[config.mk]
export PLATFORM = sky130hd
export DESIGN_NAME = etxf_core
export DESIGN_NICKNAME = d
export VERILOG_FILES = /design/src/verilog/etxf_pkg.sv /design/src/verilog/etxf_strm_if.sv /design/src/verilog/etxf_core.sv /design/src/verilog/etxf_buf2.sv
export SDC_FILE = /design/constraint.sdc
export NUM_CORES = 1
export LEC_CHECK = 0
export BUFFER_PORTS_ARGS = -buffer_cell sky130_fd_sc_hd__buf_4
export CORE_ASPECT_RATIO = 2
export CORE_MARGIN = 1
export CORE_UTILIZATION = 50
export CTS_CLUSTER_DIAMETER = 50
export DETAILED_ROUTE_END_ITERATION = 10
export PLACE_DENSITY = 0.84
export SKIP_LAST_GASP = 1
export SLEW_MARGIN = 30
export SYNTH_ARGS = -nofsm -noshare
export SYNTH_HDL_FRONTEND = slang
export SYNTH_SLANG_ARGS = --single-unit
export TNS_END_PERCENT = 1
[constraint.sdc]
create_clock -name i_mclk -period 2.3 [get_ports i_mclk]
set_clock_uncertainty 0.1 [all_clocks]
set_input_delay 0 -clock i_mclk [delete_from_list [all_inputs] [get_ports i_mclk]]
set_output_delay 0 -clock i_mclk [all_outputs]
set_load 0.01 [all_outputs]
[src/verilog/etxf_pkg.sv]
/*
 * constants, register map and types of the e3 transmit framer timing block.
 * assumes one 250 mhz system clock and a 32-bit ahb-lite register port.
 */
package etxf_pkg;
    // ------------------------------------------------------------------
    // register indices and byte addresses (byte address = index * 4)
    // ------------------------------------------------------------------
    localparam logic [15:0] ETXF_IDX_OPMODE = 16'h1100;
    localparam logic [15:0] ETXF_IDX_TXCFG  = 16'h1130;
    localparam logic [15:0] ETXF_IDX_STAT   = 16'h1131;
    localparam logic [15:0] ETXF_IDX_MNT    = 16'h1136;
    localparam logic [31:0] ETXF_A_OPMODE   = {14'h0000, ETXF_IDX_OPMODE, 2'b00};
    localparam logic [31:0] ETXF_A_TXCFG    = {14'h0000, ETXF_IDX_TXCFG, 2'b00};
    localparam logic [31:0] ETXF_A_STAT     = {14'h0000, ETXF_IDX_STAT, 2'b00};
    localparam logic [31:0] ETXF_A_MNT      = {14'h0000, ETXF_IDX_MNT, 2'b00};
    // ------------------------------------------------------------------
    // reset values and field positions
    // ------------------------------------------------------------------
    localparam logic [7:0]  ETXF_OPMODE_RST = 8'h2b;
    localparam logic [7:0]  ETXF_TXCFG_RST  = 8'h00;
    localparam logic [7:0]  ETXF_TXCFG_WMSK = 8'h17;
    localparam logic [7:0]  ETXF_MNT_RST    = 8'h00;
    localparam int          ETXF_AUTO_BIT   = 0;
    localparam int          ETXF_SWFBE_BIT  = 6;
    localparam int          ETXF_FBE_BIT    = 2;
    localparam int          ETXF_OVR_BIT    = 1;
    // ------------------------------------------------------------------
    // frame length in ticks of the selected clock (line, or recovered in loop timing)
    // ------------------------------------------------------------------
    localparam int          ETXF_FRAME_BYTES = 537;
    localparam int          ETXF_CNT_W       = 13;
    localparam logic [12:0] ETXF_LAST_BIT    = 13'(ETXF_FRAME_BYTES * 8 - 1);
    localparam logic [1:0]  ETXF_HTRANS_NSEQ = 2'b10;

    typedef enum logic [1:0] {
        ETXF_TSEL_LOOP = 2'b00,
        ETXF_TSEL_FREF = 2'b01,
        ETXF_TSEL_RSVD = 2'b10,
        ETXF_TSEL_FREE = 2'b11
    } etxf_tsel_e;
endpackage : etxf_pkg

[src/verilog/etxf_strm_if.sv]
/*
 * valid/ready byte stream between the framer core and its output buffer.
 * assumes both ends sit on the same clock.
 */
`timescale 1ns/100ps
interface etxf_strm_if #(parameter int W = 8) ();
    logic         valid;
    logic         ready;
    logic [W-1:0] data;
    modport src (output valid, output data, input ready);
    modport snk (input valid, input data, output ready);
endinterface : etxf_strm_if

[src/verilog/etxf_core.sv]
/*
 * e3 transmit framer timing source select and maintenance byte far-end error control.
 * assumes an ahb-lite master on i_mclk, line clocks slower than i_mclk / 4,
 * and receive framer error-monitor results arriving on i_mclk.
 */
// What this block does
// - config bit 0 set: far-end error bit follows receive error-monitor results.
// - timing select bits 1:0: 11 free-run, 01 frame reference, 00 loop timing.
// - free-run: count line clock ticks, frame starts on own schedule.
// - frame reference mode: line clock ticks, rising reference edge restarts frame.
// - loop timing: recovered clock ticks, ignores any external reference.
// - config bit 0 clear: software maintenance byte goes into each frame.
// - config bit 0 clear: software byte bit 6 becomes outbound maintenance byte bit 2.
// - automatic: erred received frame gives bit 1 in next frame, clean gives 0.
`timescale 1ns/100ps
module etxf_core (
    // clock and reset
    input  wire logic                 i_mclk,
    input  wire logic                 i_reset_n,
    // ahb-lite slave
    input  wire logic                 i_hsel,
    input  wire logic [31:0]          i_haddr,
    input  wire logic [1:0]           i_htrans,
    input  wire logic                 i_hwrite,
    input  wire logic [2:0]           i_hsize,
    input  wire logic [31:0]          i_hwdata,
    input  wire logic                 i_hready,
    output logic      [31:0]          o_hrdata,
    output logic                      o_hreadyout,
    output logic                      o_hresp,
    // timing pins
    input  wire logic                 i_tx_line_clock_in,
    input  wire logic                 i_rx_recovered_clock,
    input  wire logic                 i_tx_frame_sync_in,
    // receive framer error-monitor result
    input  wire logic                 i_rx_errmon_done,
    input  wire logic                 i_rx_errmon_err,
    // outbound frame
    output logic                      o_frame_start,
    output logic [etxf_pkg::ETXF_CNT_W-1:0] o_bit_count,
    output logic                      o_far_end_block_error_bit,
    output logic                      o_timing_loop,
    // maintenance byte stream
    output logic                      o_mnt_valid,
    output logic [7:0]                o_maintenance_byte,
    input  wire logic                 i_mnt_ready
);
    import etxf_pkg::*;

    // ------------------------------------------------------------------
    // state
    // ------------------------------------------------------------------
    typedef struct packed {
        logic                  line_s1;
        logic                  line_s2;
        logic                  line_s3;
        logic                  rec_s1;
        logic                  rec_s2;
        logic                  rec_s3;
        logic                  ref_s1;
        logic                  ref_s2;
        logic                  ref_s3;
        logic [7:0]            opmode_r;
        logic [7:0]            txcfg_r;
        logic [7:0]            mnt_sw_r;
        logic [ETXF_CNT_W-1:0] bit_cnt_r;
        logic                  frame_start_r;
        logic                  fbe_r;
        logic                  fbe_out_r;
        logic [7:0]            mnt_hold_r;
        logic                  mnt_pend_r;
        logic                  ovr_r;
        logic                  loop_r;
        logic [31:0]           addr_r;
        logic                  wr_pend_r;
        logic                  rd_pend_r;
        logic [31:0]           hrdata_r;
        logic                  hready_r;
    } etxf_core_s;

    etxf_core_s r;
    etxf_core_s n;

    etxf_strm_if #(.W(8)) strm ();

    etxf_tsel_e tsel;
    logic       line_rise;
    logic       rec_rise;
    logic       ref_rise;
    logic       tick;
    logic       restart;
    logic       wrap;
    logic       auto_mode;
    logic [7:0] mnt_byte;
    logic       bus_req;

    // ------------------------------------------------------------------
    // edge detection after two-flop synchronisers
    // ------------------------------------------------------------------
    assign line_rise = r.line_s2 && !r.line_s3;
    assign rec_rise  = r.rec_s2 && !r.rec_s3;
    assign ref_rise  = r.ref_s2 && !r.ref_s3;

    assign tsel      = etxf_tsel_e'(r.opmode_r[1:0]);
    assign auto_mode = r.txcfg_r[ETXF_AUTO_BIT];

    // tick source per timing mode
    always_comb begin
        case (tsel)
            ETXF_TSEL_LOOP: tick = rec_rise;
            ETXF_TSEL_FREF: tick = line_rise;
            ETXF_TSEL_FREE: tick = line_rise;
            default:        tick = line_rise;
        endcase
    end

    // reference only counts in its own mode; other modes ignore the pin
    assign restart = ref_rise && (tsel == ETXF_TSEL_FREF);
    assign wrap    = tick && (r.bit_cnt_r == ETXF_LAST_BIT);

    // ------------------------------------------------------------------
    // outbound maintenance byte
    // ------------------------------------------------------------------
    always_comb begin
        if (auto_mode) begin
            mnt_byte = {r.mnt_sw_r[7:3], r.fbe_r, r.mnt_sw_r[1:0]};
        end else begin
            mnt_byte = {r.mnt_sw_r[7:3], r.mnt_sw_r[ETXF_SWFBE_BIT], r.mnt_sw_r[1:0]};
        end
    end

    assign bus_req = i_hsel && i_hready && (i_htrans == ETXF_HTRANS_NSEQ);

    function automatic logic [31:0] rd_word(input etxf_core_s s, input logic [31:0] a);
        logic [31:0] w;
        w = 32'h0000_0000;
        case (a)
            ETXF_A_OPMODE: w = {24'h000000, s.opmode_r};
            ETXF_A_TXCFG:  w = {24'h000000, s.txcfg_r};
            ETXF_A_MNT:    w = {24'h000000, s.mnt_sw_r};
            ETXF_A_STAT:   w = {24'h000000, 2'b00, s.opmode_r[1:0], s.loop_r, s.mnt_pend_r, s.ovr_r, s.fbe_r};
            default:       w = 32'h0000_0000;
        endcase
        return w;
    endfunction : rd_word

    // ------------------------------------------------------------------
    // next state
    // ------------------------------------------------------------------
    always_comb begin
        n = r;
        n.line_s1 = i_tx_line_clock_in;
        n.line_s2 = r.line_s1;
        n.line_s3 = r.line_s2;
        n.rec_s1  = i_rx_recovered_clock;
        n.rec_s2  = r.rec_s1;
        n.rec_s3  = r.rec_s2;
        n.ref_s1  = i_tx_frame_sync_in;
        n.ref_s2  = r.ref_s1;
        n.ref_s3  = r.ref_s2;
        n.frame_start_r = 1'b0;
        // bus: writes take no wait state, reads take one
        n.wr_pend_r = 1'b0;
        n.rd_pend_r = 1'b0;
        n.hready_r  = 1'b1;
        if (r.rd_pend_r) begin
            n.hrdata_r = rd_word(r, r.addr_r);
        end
        if (r.wr_pend_r) begin
            case (r.addr_r)
                ETXF_A_OPMODE: n.opmode_r = i_hwdata[7:0];
                ETXF_A_TXCFG:  n.txcfg_r  = i_hwdata[7:0] & ETXF_TXCFG_WMSK;
                ETXF_A_MNT:    n.mnt_sw_r = i_hwdata[7:0];
                ETXF_A_STAT: begin
                    if (i_hwdata[ETXF_OVR_BIT]) begin
                        n.ovr_r = 1'b0;
                    end
                end
                default: ;
            endcase
        end
        if (bus_req) begin
            n.addr_r    = i_haddr;
            n.wr_pend_r = i_hwrite;
            n.rd_pend_r = !i_hwrite;
            n.hready_r  = i_hwrite;
        end
        // frame timing
        n.loop_r = (tsel == ETXF_TSEL_LOOP);
        if (restart || wrap) begin
            n.bit_cnt_r     = '0;
            n.frame_start_r = 1'b1;
        end else if (tick) begin
            n.bit_cnt_r = r.bit_cnt_r + 13'h0001;
        end
        // latest receive result is held until the next outbound frame
        if (i_rx_errmon_done) begin
            n.fbe_r = i_rx_errmon_err;
        end
        if (r.mnt_pend_r && strm.ready) begin
            n.mnt_pend_r = 1'b0;
        end
        // set after clear: an overrun in the clearing cycle is kept
        if (restart || wrap) begin
            if (r.mnt_pend_r && !strm.ready) begin
                n.ovr_r = 1'b1;
            end
            n.mnt_pend_r = 1'b1;
            n.mnt_hold_r = mnt_byte;
            n.fbe_out_r  = mnt_byte[ETXF_FBE_BIT];
        end
    end

    always_ff @(posedge i_mclk or negedge i_reset_n) begin
        if (!i_reset_n) begin
            r          <= '0;
            r.opmode_r <= ETXF_OPMODE_RST;
            r.txcfg_r  <= ETXF_TXCFG_RST;
            r.mnt_sw_r <= ETXF_MNT_RST;
            r.hready_r <= 1'b1;
        end else begin
            r <= n;
        end
    end

    // ------------------------------------------------------------------
    // output buffer and ports
    // ------------------------------------------------------------------
    assign strm.valid = r.mnt_pend_r;
    assign strm.data  = r.mnt_hold_r;

    etxf_buf2 #(.W(8)) u_buf (
        .i_mclk    (i_mclk),
        .i_reset_n (i_reset_n),
        .s_in      (strm),
        .o_valid   (o_mnt_valid),
        .o_data    (o_maintenance_byte),
        .i_ready   (i_mnt_ready)
    );

    assign o_hrdata                  = r.hrdata_r;
    assign o_hreadyout               = r.hready_r;
    assign o_hresp                   = 1'b0;
    assign o_frame_start             = r.frame_start_r;
    assign o_bit_count               = r.bit_cnt_r;
    assign o_far_end_block_error_bit = r.fbe_out_r;
    assign o_timing_loop             = r.loop_r;
endmodule : etxf_core

[src/verilog/etxf_buf2.sv]
/*
 * two-entry buffer, head always in slot 0 so the outputs come from flops.
 * assumes the sink may hold i_ready low for any time.
 */
`timescale 1ns/100ps
module etxf_buf2 #(
    parameter int W = 8
) (
    // clock and reset
    input  wire logic         i_mclk,
    input  wire logic         i_reset_n,
    // fill side
    etxf_strm_if.snk          s_in,
    // drain side
    output logic              o_valid,
    output logic [W-1:0]      o_data,
    input  wire logic         i_ready
);
    typedef struct packed {
        logic [W-1:0] d0;
        logic [W-1:0] d1;
        logic         v0;
        logic         v1;
    } etxf_buf_s;

    etxf_buf_s r;
    etxf_buf_s n;
    logic      push;
    logic      pop;

    assign push = s_in.valid && !r.v1;
    assign pop  = i_ready && r.v0;

    always_comb begin
        n = r;
        if (pop) begin
            n.d0 = r.v1 ? r.d1 : s_in.data;
            n.v0 = r.v1 || push;
            n.d1 = s_in.data;
            n.v1 = r.v1 && push;
        end else if (push) begin
            if (!r.v0) begin
                n.d0 = s_in.data;
                n.v0 = 1'b1;
            end else begin
                n.d1 = s_in.data;
                n.v1 = 1'b1;
            end
        end
    end

    always_ff @(posedge i_mclk or negedge i_reset_n) begin
        if (!i_reset_n) begin
            r <= '0;
        end else begin
            r <= n;
        end
    end

    // full stalls the source instead of dropping a word
    assign s_in.ready = !r.v1;
    assign o_valid    = r.v0;
    assign o_data     = r.d0;
endmodule : etxf_buf2

-- Yosys cells after proc, flatten, opt, wreduce, memory -nomap -nowiden
Index checks and enable logic that the tools add are counted.
- register bits after elaboration: 141
- input bits: 80
- output and inout port bits: 59
- logic and storage cells: 86
- add/subtract/negate cells: 1
- equality and inequality tests: 8
- muxes and demuxes: 20
- reductions and logical operators: 28
- operator list (kind ; count):
    $eq A32 B15 Y1 const B ; 4
    $mux W18 ; 2
    $pmux W8 S4 ; 1
    $mux W13 ; 2
    $mux W8 ; 3
    $add A13 B1 Y13 const B ; 1
    $eq A13 B13 Y1 const B ; 1
    $logic_and A1 B1 Y1 ; 11
    $reduce_and A2 Y1 ; 5
    $mux W1 ; 9
    $reduce_bool A2 Y1 ; 4
    $logic_not A1 Y1 ; 5
    $mux W2 ; 2
    $mux W3 ; 1
    $eq A2 B1 Y1 const B ; 1
    $eq A2 B2 Y1 const B ; 1
    $logic_not A2 Y1 ; 1
    $logic_or A1 B1 Y1 ; 2
    $ne A2 B2 Y1 const B ; 1

-- Depth between registers and ports, before layout
Gate-level depths: netlist of run 1.
- depth in word-level cells: 6
- depth in mapped cells: 6
- mapped depth without buffers: 4

-- By module
From an unflattened synthesis of run 1, not the netlist that was laid out.
- cells, all modules: 436
- area, all modules: 5462.7 sq um
- modules (own cells, without submodules) (module ; instances ; cells each ; area each (sq um) ; seq. area each (sq um)):
    etxf_core ; 1 ; 371 ; 4594.4 ; 2458.6
    etxf_buf2 ; 1 ; 65 ; 868.3 ; 450.4

-- Worst setup path before layout of run 1
OpenSTA, ideal clock, no wires.
- path kind: reg-to-reg
- from: register r[110] (netlist name)
- to: register r, in the netlist strm.data[0]
- arrival time: 1.786 ns
- slack: 0.289 ns
- stages on the path, launching flop included: 6
- buffers on the path: 1
- clock period less this slack: 2.011 ns
- path through: dfstp_2 or4b_1 o31a_2 o31ai_2 buf_4 mux2_2
- cells in the longest elaborated chain, start to end: 4
- ends and longest elaborated chain (item ; line ; RTL):
    start: declaration ; etxf_core.sv:81 ; etxf_core_s r;
    start signal: assignment ; etxf_core.sv:222 ; r <= n;
    $logic_not A2 Y1 ; etxf_core.sv:109 ; case (tsel)
    $mux W1 ; etxf_core.sv:109 ;
    $logic_and A1 B1 Y1 ; etxf_core.sv:119 ; assign wrap = tick && (r.bit_cnt_r == ETXF_LAST_BIT);
    $logic_or A1 B1 Y1 (*) ; etxf_core.sv:204 ; if (restart || wrap) begin
Mark *: on every way between the ends. The rest lies on a longest branch, timed or not.
A chain may end at the register's enable or synchronous reset.

-- Worst setup path after layout of run 1
- from: register r[55] (netlist name)
- to: register r[114] (netlist name)
- cells in the longest elaborated chain, start to end: 2
- ends and longest elaborated chain (item ; line ; RTL):
    $eq A32 B15 Y1 ; etxf_core.sv:170 ; case (r.addr_r)
    $reduce_and A2 Y1 (no line) ; - ;
Every way passes these cells.

==> flow_metrics.tcl, run 1 <==
set metrics [dict create \
    status "complete, no violations" \
    maxSlewHeadroom_pct 45.4 \
    fillers 778 \
    ant_nets 0 \
    crit_path_end_kind "flop" \
    placed_area_um2 6080 \
    die_h_um 150 \
    hold_class "in -> async" \
    synth_cell_type_count 59 \
    drt_iter0_drc 226 \
    core_area_um2 10600 \
    htree_num_levels 4 \
    fp.dieW_um 76.2 \
    first_pass_iters 5 \
    cts.sink_count 116 \
    synth_simple_gate_area_share_pct 12.7 \
    vdd_drop_max_v 0.000659 \
    grt_pass1_wl_mm 20.1 \
    worstPathCellList "nor4_1 > nand4_4 > nor4b_4 > buf_4 > mux2_2" \
    slew_violations 0 \
    cts.reportedPaths.clkPinSlew_ns 0.06 \
    synth_edf_count 0 \
    overflow 0 \
    netlist_instances 447 \
    numPortBuffers 86 \
    worst_pin_slew_ns 0.817 \
    syn_area_per_cell_um2 12.3 \
    diodes 0 \
    seqCellArea_um2 2910 \
    syn2layout_area_growth_pct 29.9 \
    crit_slowest_cell "nor4_1" \
    numCtsBuffers 17 \
    grt_max_degree 61 \
    synthArstFlopShare_pct 100 \
    critPathBufInv 1 \
    root_buffer "clkbuf_16" \
    fmax_mhz 452 \
    timing.final.hold_violations 0 \
    post-route-period-util_pct 96.1 \
    clk_latency_ns 0.41 \
    gr-usage-all-layers_pct 23.2 \
    drc_errors 0 \
    synth-xor-area-share_pct 0.159 \
    synth-compound-area-share_pct 7.30 \
    setup_violations 0 \
    ys_warn_count 0 \
    power.density_nw_per_um2 786 \
    synth_top_family_by_area "multiplexers" \
    finalCriticalPeriod_ns 2.21 \
    clock_path_buffers 2 \
    dp_hpwl_mm 8.30 \
    first_global_vias 4068 \
    synth_fa_ha_area_share_pct 0.227 \
    gp_congestion 0.868 \
    finalInstanceArea_um2 7140 \
    multi_input_area_um2 2170 \
    rows 53 \
    required_ns 2.49 \
    post_drt_wl_per_cell_um 17.0 \
    ys_ff_latch 116 \
    vias 3929 \
    fin_nets 654 \
    grt_antenna_before_repair 0 \
    holdWs_ns 0.0481 \
    leakagePower_uw 0.00334 \
    dieArea_um2 11500 \
    synth.area.mux_share_pct 17.1 \
    drive_gt1_share_pct 39.6 \
    tritoncts "done" \
    ys_seq_area_share_pct 52.9 \
    finalWirelength_mm 12.3 \
    r2r_slack_ns 0.09 \
    path_delay_family "simple AND/OR/NAND/NOR gates" \
    slowest_delay_ns 0.50 \
    worstPathMaxFanout 8 \
    arrival_ns 2.40 \
    pin_count 139 \
    maxCapViolations 0 \
    cts_setup_buffers 0 \
    crit_type "reg -> reg" \
    start_util_pct 51.9 \
    post_drt_via_cell_ratio 5.43 \
    syn_area_um2 5500 \
    synth-main-ff-cell "dfrtp_1" \
    start_kind "flop" \
]
[layout by cell type (no fill, tap or decap), types with 14 or more instances in the layout]
cell type,count
nand3_1,14
dlygate4sd3_1,49
nand2_1,24
conb_1,25
buf_4,104
clkbuf_16,17
dfrtp_1,111
mux2_2,73
[worst register-to-register path, cell delays in order (launching register included)]
cell and delay (ns):
dfrtp_1 0.37, nor4_1 0.50, nand4_4 0.24, nor4b_4 0.30
buf_4 0.22, mux2_2 0.36
[logic make-up after synthesis]
| kind of cell | after synthesis |
|---|---|
| flip-flops | 116 |
| other | 1 |
| adder cells (fa/ha/maj) | 1 |
| XOR/XNOR | 1 |
| AND/OR/NAND/NOR | 105 |
| AO/OA/AOI/OAI | 57 |
| buffers and inverters | 81 |
| multiplexers | 85 |
[flip-flops by register name, indices dropped and copies added, names as in the netlist, 6 cells and up]
| name | flops |
|---|---|
| u_buf.r | 9 |
| strm.data | 8 |
| u_buf.o_data | 8 |
| n | 6 |
| r | 58 |
| o_hrdata | 8 |
| o_bit_count | 13 |
[metrics by stage]
| stage | power, uW | util [%] | cells | setup WS [ns] | setup TNS, ns |
|---|---|---|---|---|---|
| 2_1_floorplan | 2850 | - | 471 | 0.289 | 0 |
| 3_3_place_gp | 3040 | 57.3 | 642 | 0.155 | 0 |
| 3_5_place_dp | 3090 | 57.3 | 642 | 0.0607 | 0 |
| 4_1_cts | 5630 | 67.2 | 723 | 0.0286 | 0 |
| 5_1_grt | 5830 | 67.3 | 723 | -0.0178 | -0.117 |
| 6_report | 5620 | 67.3 | 723 | 0.0898 | 0 |
[power by group]
group	internal, uW	leakage, uW	total, uW	switching, uW
registers	2220	0.00150	2440	219
clock network	1490	0.000262	2470	983
logic	376	0.00158	708	331
total	4090	0.00334	5620	1530
[path summary, 6_finish.rpt]
kind,startpoint,cells after the start,to
max in group asynchronous,i_reset_n,3,n[124]
hold reg to reg,n[119],0,n[118]
setup / recovery,r[55],5,r[114]
min in group i_mclk,i_htrans[1],4,r[34]
setup reg to reg,r[55],5,r[114]
hold / removal,i_reset_n,3,r[50]
[routing by layer]
layer / track usage, % / share of wire (%) / vias up / routed length (um)
met1: 23.4 / 36 / 1927 / 4380
met5: 0 / 0 / - / 0
met4: 13.6 / 3.3 / 0 / 403
met3: 5.33 / 4.3 / 32 / 530
met2: 43.3 / 57 / 156 / 6960
li1: - / - / 1814 / -
[area by class of cell]
cell class | count | share of cell area, %
inverter | 10 | 0.525
clock inverter | 15 | 1.89
sequential | 116 | 40.7
multi-input combinational | 274 | 30.4
clock buffer | 17 | 5.95
tap | 137 | 2.40
timing repair buffer | 154 | 18.1
[synth_stat cells (3+ instances only)]
master    count  area [um^2]
buf_4        55          413
o31ai_1      12         90.1
nand2b_1      3         18.8
nand3_1      14         70.1
mux2i_1      12          120
and3_1        3         18.8
mux2_2       73          822
a22oi_1       4         30.0
inv_1        10         37.5
a211oi_1      4         30.0
nand2_1      24         90.1
buf_2         4         20.0
clkbuf_1     11         41.3
or4_1         7         52.6
nor2_1       12         45.0
a21oi_1       9         45.0
dfstp_2       5          131
nand4b_1      3         26.3
nand4_1       4         25.0
o21ai_0      12         60.1
nor4_1        8         50.1
dfrtp_1     111         2780
[repair_timing]
item,in CTS,in global routing
resized for setup,0,2
hold buffers,49,0
endpoints found under the setup margin,0,20
endpoints found under the hold margin,181,0
(Power assumes the default switching activity.)
==> inputs of run 2 (changes only) <==
CELL_PAD_IN_SITES_DETAIL_PLACEMENT = 0   (was unset)
CELL_PAD_IN_SITES_GLOBAL_PLACEMENT = 2   (was unset)
CORE_UTILIZATION = 35   (was 50)
GPL_ROUTABILITY_DRIVEN = 0   (was unset)
PLACE_DENSITY = 0.88   (was 0.84)
==> run 2 against run 1 <==
Compared with the run above:
- global-route usage down 7.0 points
- sequential share of layout area shrank 0.64 points
- non-clock buffer count up 1
- cell count up 8.6%
- die area rose by 42%
- via count decreased by 0.92%
- total power about the same
- clock power hardly changed
- register-to-register slack better by 0.08 ns
- hold slack better by 0.044 ns
- maximum frequency up 3.9%
- critical endpoint is now strm.data[3]
- largest cell class unchanged
- largest power group unchanged
- highest routed layer unchanged
==> flow_metrics.tcl, run 2 (synthesis results as in run 1) <==
set metrics [dict create \
    rsz0062_at_grt "false" \
    r2r_cells 5 \
    intPower_uw 4100 \
    p_seq_share_pct 43.5 \
    fin_nets 655 \
    ant_nets 0 \
    numPortBuffers 86 \
    crit_path_end_kind "flop" \
    holdWs_ns 0.0916 \
    numCtsBuffers 17 \
    dieArea_um2 16300 \
    drt_iter0_drc 218 \
    dp_hpwl_mm 8.92 \
    overflow 0 \
    fp.dieW_um 90.7 \
    fillers 1409 \
    finalCriticalPeriod_ns 2.13 \
    post-route-period-util_pct 92.5 \
    worst_pin_slew_ns 0.670 \
    setup_violations 0 \
    pin_count 139 \
    grt_antenna_before_repair 0 \
    slowest_delay_ns 0.52 \
    diodes 0 \
    layout_common_cells "dfrtp_1 (111), buf_4 (105), mux2_2 (73)" \
    grt_max_degree 53 \
    first_pass_iters 4 \
    finalWirelength_mm 12.4 \
    crit_type "reg -> reg" \
    regMostFlops "r" \
    required_ns 2.49 \
    maxCapViolations 0 \
    placed_area_um2 6180 \
    start_util_pct 36.0 \
    tritoncts "done" \
    die_h_um 179 \
    post_drt_wl_per_cell_um 15.8 \
    syn2layout_area_growth_pct 31.9 \
    status "complete, no violations" \
    combPwrFrac_pct 12.7 \
    drive_gt1_share_pct 40.5 \
    post_drt_via_cell_ratio 4.96 \
    timing.rr.end "strm.data[3]" \
    critPathBufInv 1 \
    root_buffer "clkbuf_16" \
    first_global_vias 4020 \
    cts.sink_count 116 \
    timing.rr.start "r[110]" \
    hold_class "in -> async" \
    worstPathMaxFanout 20 \
    power_switching_uw 1520 \
    largest_register_ffs 58 \
    slew_violations 0 \
    leakagePower_uw 0.00336 \
    power.density_nw_per_um2 774 \
    timing.final.hold_violations 0 \
    vias 3893 \
    r2r_slack_ns 0.17 \
    clock_path_buffers 2 \
    grt_pass1_wl_mm 20.3 \
    fmax_mhz 470 \
    maxSlewHeadroom_pct 54.7 \
    tns_ns 0 \
    finalInstanceArea_um2 7260 \
    cts_setup_buffers 0 \
    switching_share_pct 27.0 \
    core_area_um2 15300 \
    final_common_cell "dfrtp_1" \
    pwr-share-clk_pct 43.8 \
    arrival_ns 2.32 \
    worstPathCellList "or4b_1 > o31a_2 > o31ai_2 > buf_12 > mux2_2" \
    htree_num_levels 4 \
    vdd_drop_max_v 0.000551 \
    drc_errors 0 \
    gr-usage-all-layers_pct 16.3 \
    cts.reportedPaths.clkPinSlew_ns 0.06 \
    crit_slowest_cell "or4b_1" \
    rows 64 \
    start_kind "flop" \
    clk_latency_ns 0.41 \
    path_delay_family "simple AND/OR/NAND/NOR gates" \
    final_util_pct 47.5 \
]
run 2: cell type report:
type | count | area [um^2] | area share, %
repair buffers | 155 | 1310 | 18.0
clock inverters | 15 | 134 | 1.84
inverters | 10 | 37.5 | 0.517
flip-flops and latches | 116 | 2910 | 40.1
well taps | 198 | 248 | 3.41
multi-input cells | 274 | 2200 | 30.3
clock buffers | 17 | 425 | 5.86
run 2: what timing repair did:
action	CTS	global route
endpoints found under the hold margin	111	0
endpoints found under the setup margin	4	16
resized for setup	1	5
gates cloned	0	0
pin swaps	0	0
hold buffers	48	0
run 2: worst max path at each step:
stage | from | end | slack, ns | cells past startpoint
floorplan | r[110] | strm.data[0] | 0.29 | 5
global placement | r[62] | r[114] | 0.03 | 6
detailed placement | r[62] | r[114] | 0.006 | 6
CTS | r[56] | r[114] | 0.06 | 5
global route | o_bit_count[9] | strm.data[1] | 0.06 | 5
finish | r[110] | strm.data[3] | 0.17 | 5
run 2: per-layer routing:
layer | part of all wire (%) | routed length [um] | GRT usage, %
met1 | 36 | 4500 | 16.3
met2 | 57 | 7100 | 30.5
met3 | 3.7 | 458 | 3.56
met4 | 3.0 | 378 | 9.34
met5 | 0 | 0 | 0
run 2: stage by stage:
stage | worst slack (ns) | std cells | power, uW
after global placement | 0.0316 | 705 | 3060
after global routing | 0.0601 | 785 | 5850
after detailed placement | 0.00632 | 705 | 3100
final | 0.173 | 785 | 5620
after CTS | 0.0639 | 785 | 5650
after floorplan | 0.289 | 471 | 2850
run 2: power by group through the flow:
stage / sequential, uW / clock, uW / combinational [uW]
after floorplan: 2370 / 0 / 488
after global placement: 2450 / 0 / 616
after detailed placement: 2460 / 0 / 640
after CTS: 2430 / 2510 / 712
after global routing: 2470 / 2600 / 788
final: 2440 / 2460 / 714
==> inputs of run 3 (changes only) <==
MAX_ROUTING_LAYER = met4   (was unset)
==> run 3 against run 2 <==
Compared with the run above:
- register-to-register slack is essentially flat
- hold slack lost 0.013 ns
- via count shrank 0.36%
- clock-buffer cell count is the same
- sequential power is essentially flat
- critical path type unchanged
- critical path depth is the same
- critical endpoint unchanged
- largest power group unchanged
==> flow_metrics.tcl, run 3 (synthesis results as in run 1) <==
set metrics [dict create \
    cts.reportedPaths.clkPinSlew_ns 0.06 \
    fmax_mhz 470 \
    drt_iter0_drc 204 \
    grt_pass1_wl_mm 20.2 \
    pin_count 139 \
    rows 64 \
    numPortBuffers 86 \
    holdWs_ns 0.0783 \
    timing.final.hold_violations 0 \
    worstPathCellList "nor4_1 > nand4_1 > o31ai_2 > buf_12 > mux2_2" \
    tns_ns 0 \
    fp.dieW_um 90.7 \
    htree_num_levels 4 \
    dieArea_um2 16300 \
    dp_slack_ns 0.00632 \
    grt_max_degree 53 \
    status "complete, no violations" \
    crit_path_end_kind "flop" \
    largest_register_ffs 58 \
    path_delay_family "simple AND/OR/NAND/NOR gates" \
    maxCapViolations 0 \
    rsz0062_at_grt "false" \
    power.density_nw_per_um2 774 \
    post_drt_wl_per_cell_um 15.8 \
    finalCriticalPeriod_ns 2.13 \
    worst_pin_slew_ns 0.686 \
    cts_setup_buffers 0 \
    leakagePower_uw 0.00336 \
    r2r_cells 5 \
    power_uw 5610 \
    syn2layout_area_growth_pct 31.9 \
    fin_nets 655 \
    crit_type "reg -> reg" \
    grt_antenna_before_repair 0 \
    crit_slowest_cell "dfrtp_1" \
    finalWirelength_mm 12.4 \
    tritoncts "done" \
    core_area_um2 15300 \
    diodes 0 \
    slowest_delay_ns 0.45 \
    fillers 1409 \
    vias 3879 \
    layout_common_cells "dfrtp_1 (111), buf_4 (105), mux2_2 (73)" \
    final_util_pct 47.5 \
    first_global_vias 4020 \
    required_ns 2.50 \
    clk_latency_ns 0.41 \
    path_depth 5 \
    gr-usage-all-layers_pct 16.7 \
    vdd_drop_max_v 0.000552 \
    numCtsBuffers 17 \
    post_drt_via_cell_ratio 4.94 \
    clock_path_buffers 2 \
    start_util_pct 36.0 \
    first_pass_iters 4 \
    overflow 0 \
    hold_class "in -> async" \
    final_common_cell "dfrtp_1" \
    setup_violations 0 \
    drc_errors 0 \
    worstPathMaxFanout 20 \
    ant_nets 0 \
    regMostFlops "r" \
    setup_ws_ns 0.170 \
    root_buffer "clkbuf_16" \
    die_h_um 179 \
    drive_gt1_share_pct 40.5 \
    arrival_ns 2.33 \
    slew_violations 0 \
    multi_input_area_um2 2200 \
    cts.sink_count 116 \
    seqCellArea_um2 2910 \
    post-route-period-util_pct 92.6 \
    dp_hpwl_mm 8.92 \
    maxSlewHeadroom_pct 53.6 \
    critPathBufInv 1 \
    start_kind "flop" \
]
-- run 3: metal layers --
| metal | vias to the layer above | track usage, % | part of all wire (%) |
|---|---|---|---|
| met1 | 1919 | 16.4 | 36 |
| met4 | 0 | 9.34 | 3.3 |
| li1 | 1810 | - | - |
| met5 | - | - | 0 |
| met3 | 24 | 3.44 | 3.9 |
| met2 | 126 | 30.4 | 57 |
-- run 3: area by class of cell --
type / count / share of cell area, %
Tap cell: 198 / 3.41
Sequential cell: 116 / 40.1
Clock inverter: 15 / 1.84
Inverter: 10 / 0.517
Clock buffer: 17 / 5.86
Timing Repair Buffer: 155 / 18.0
Multi-Input combinational cell: 274 / 30.3
-- run 3: metrics by stage --
| step | cells | cell area [um^2] |
|---|---|---|
| 4_1_cts | 785 | 7230 |
| 3_5_place_dp | 705 | 6180 |
| 2_1_floorplan | 471 | 5590 |
| 5_1_grt | 785 | 7260 |
| 6_report | 785 | 7260 |
| 3_3_place_gp | 705 | 6180 |
-- run 3: final timing paths --
path	end	slack, ns	startpoint
setup reg to reg	strm.data[3]	0.17	o_bit_count[9]
setup / recovery	strm.data[3]	0.17	o_bit_count[9]
max in group asynchronous	o_hreadyout	1.24	i_reset_n
min in group i_mclk	r[34]	0.10	i_htrans[1]
hold / removal	u_buf.o_data[3]	0.08	i_reset_n
hold reg to reg	n[118]	0.25	n[119]
-- run 3: power by group --
part / switching (uW) / internal, uW
sequential: 218 / 2220
combinational: 325 / 387
clock: 974 / 1490
-- run 3: worst reg2reg max path: stages (launching register included) --
cell and delay, ns:
dfrtp_1 0.45, nor4_1 0.40, nand4_1 0.20, o31ai_2 0.29, buf_12 0.21, mux2_2 0.36
-- run 3: timing repair --
action,CTS,global route
endpoints found under the setup margin,4,16
gates resized for setup,1,5
hold endpoints to repair,111,0
hold buffers,48,0
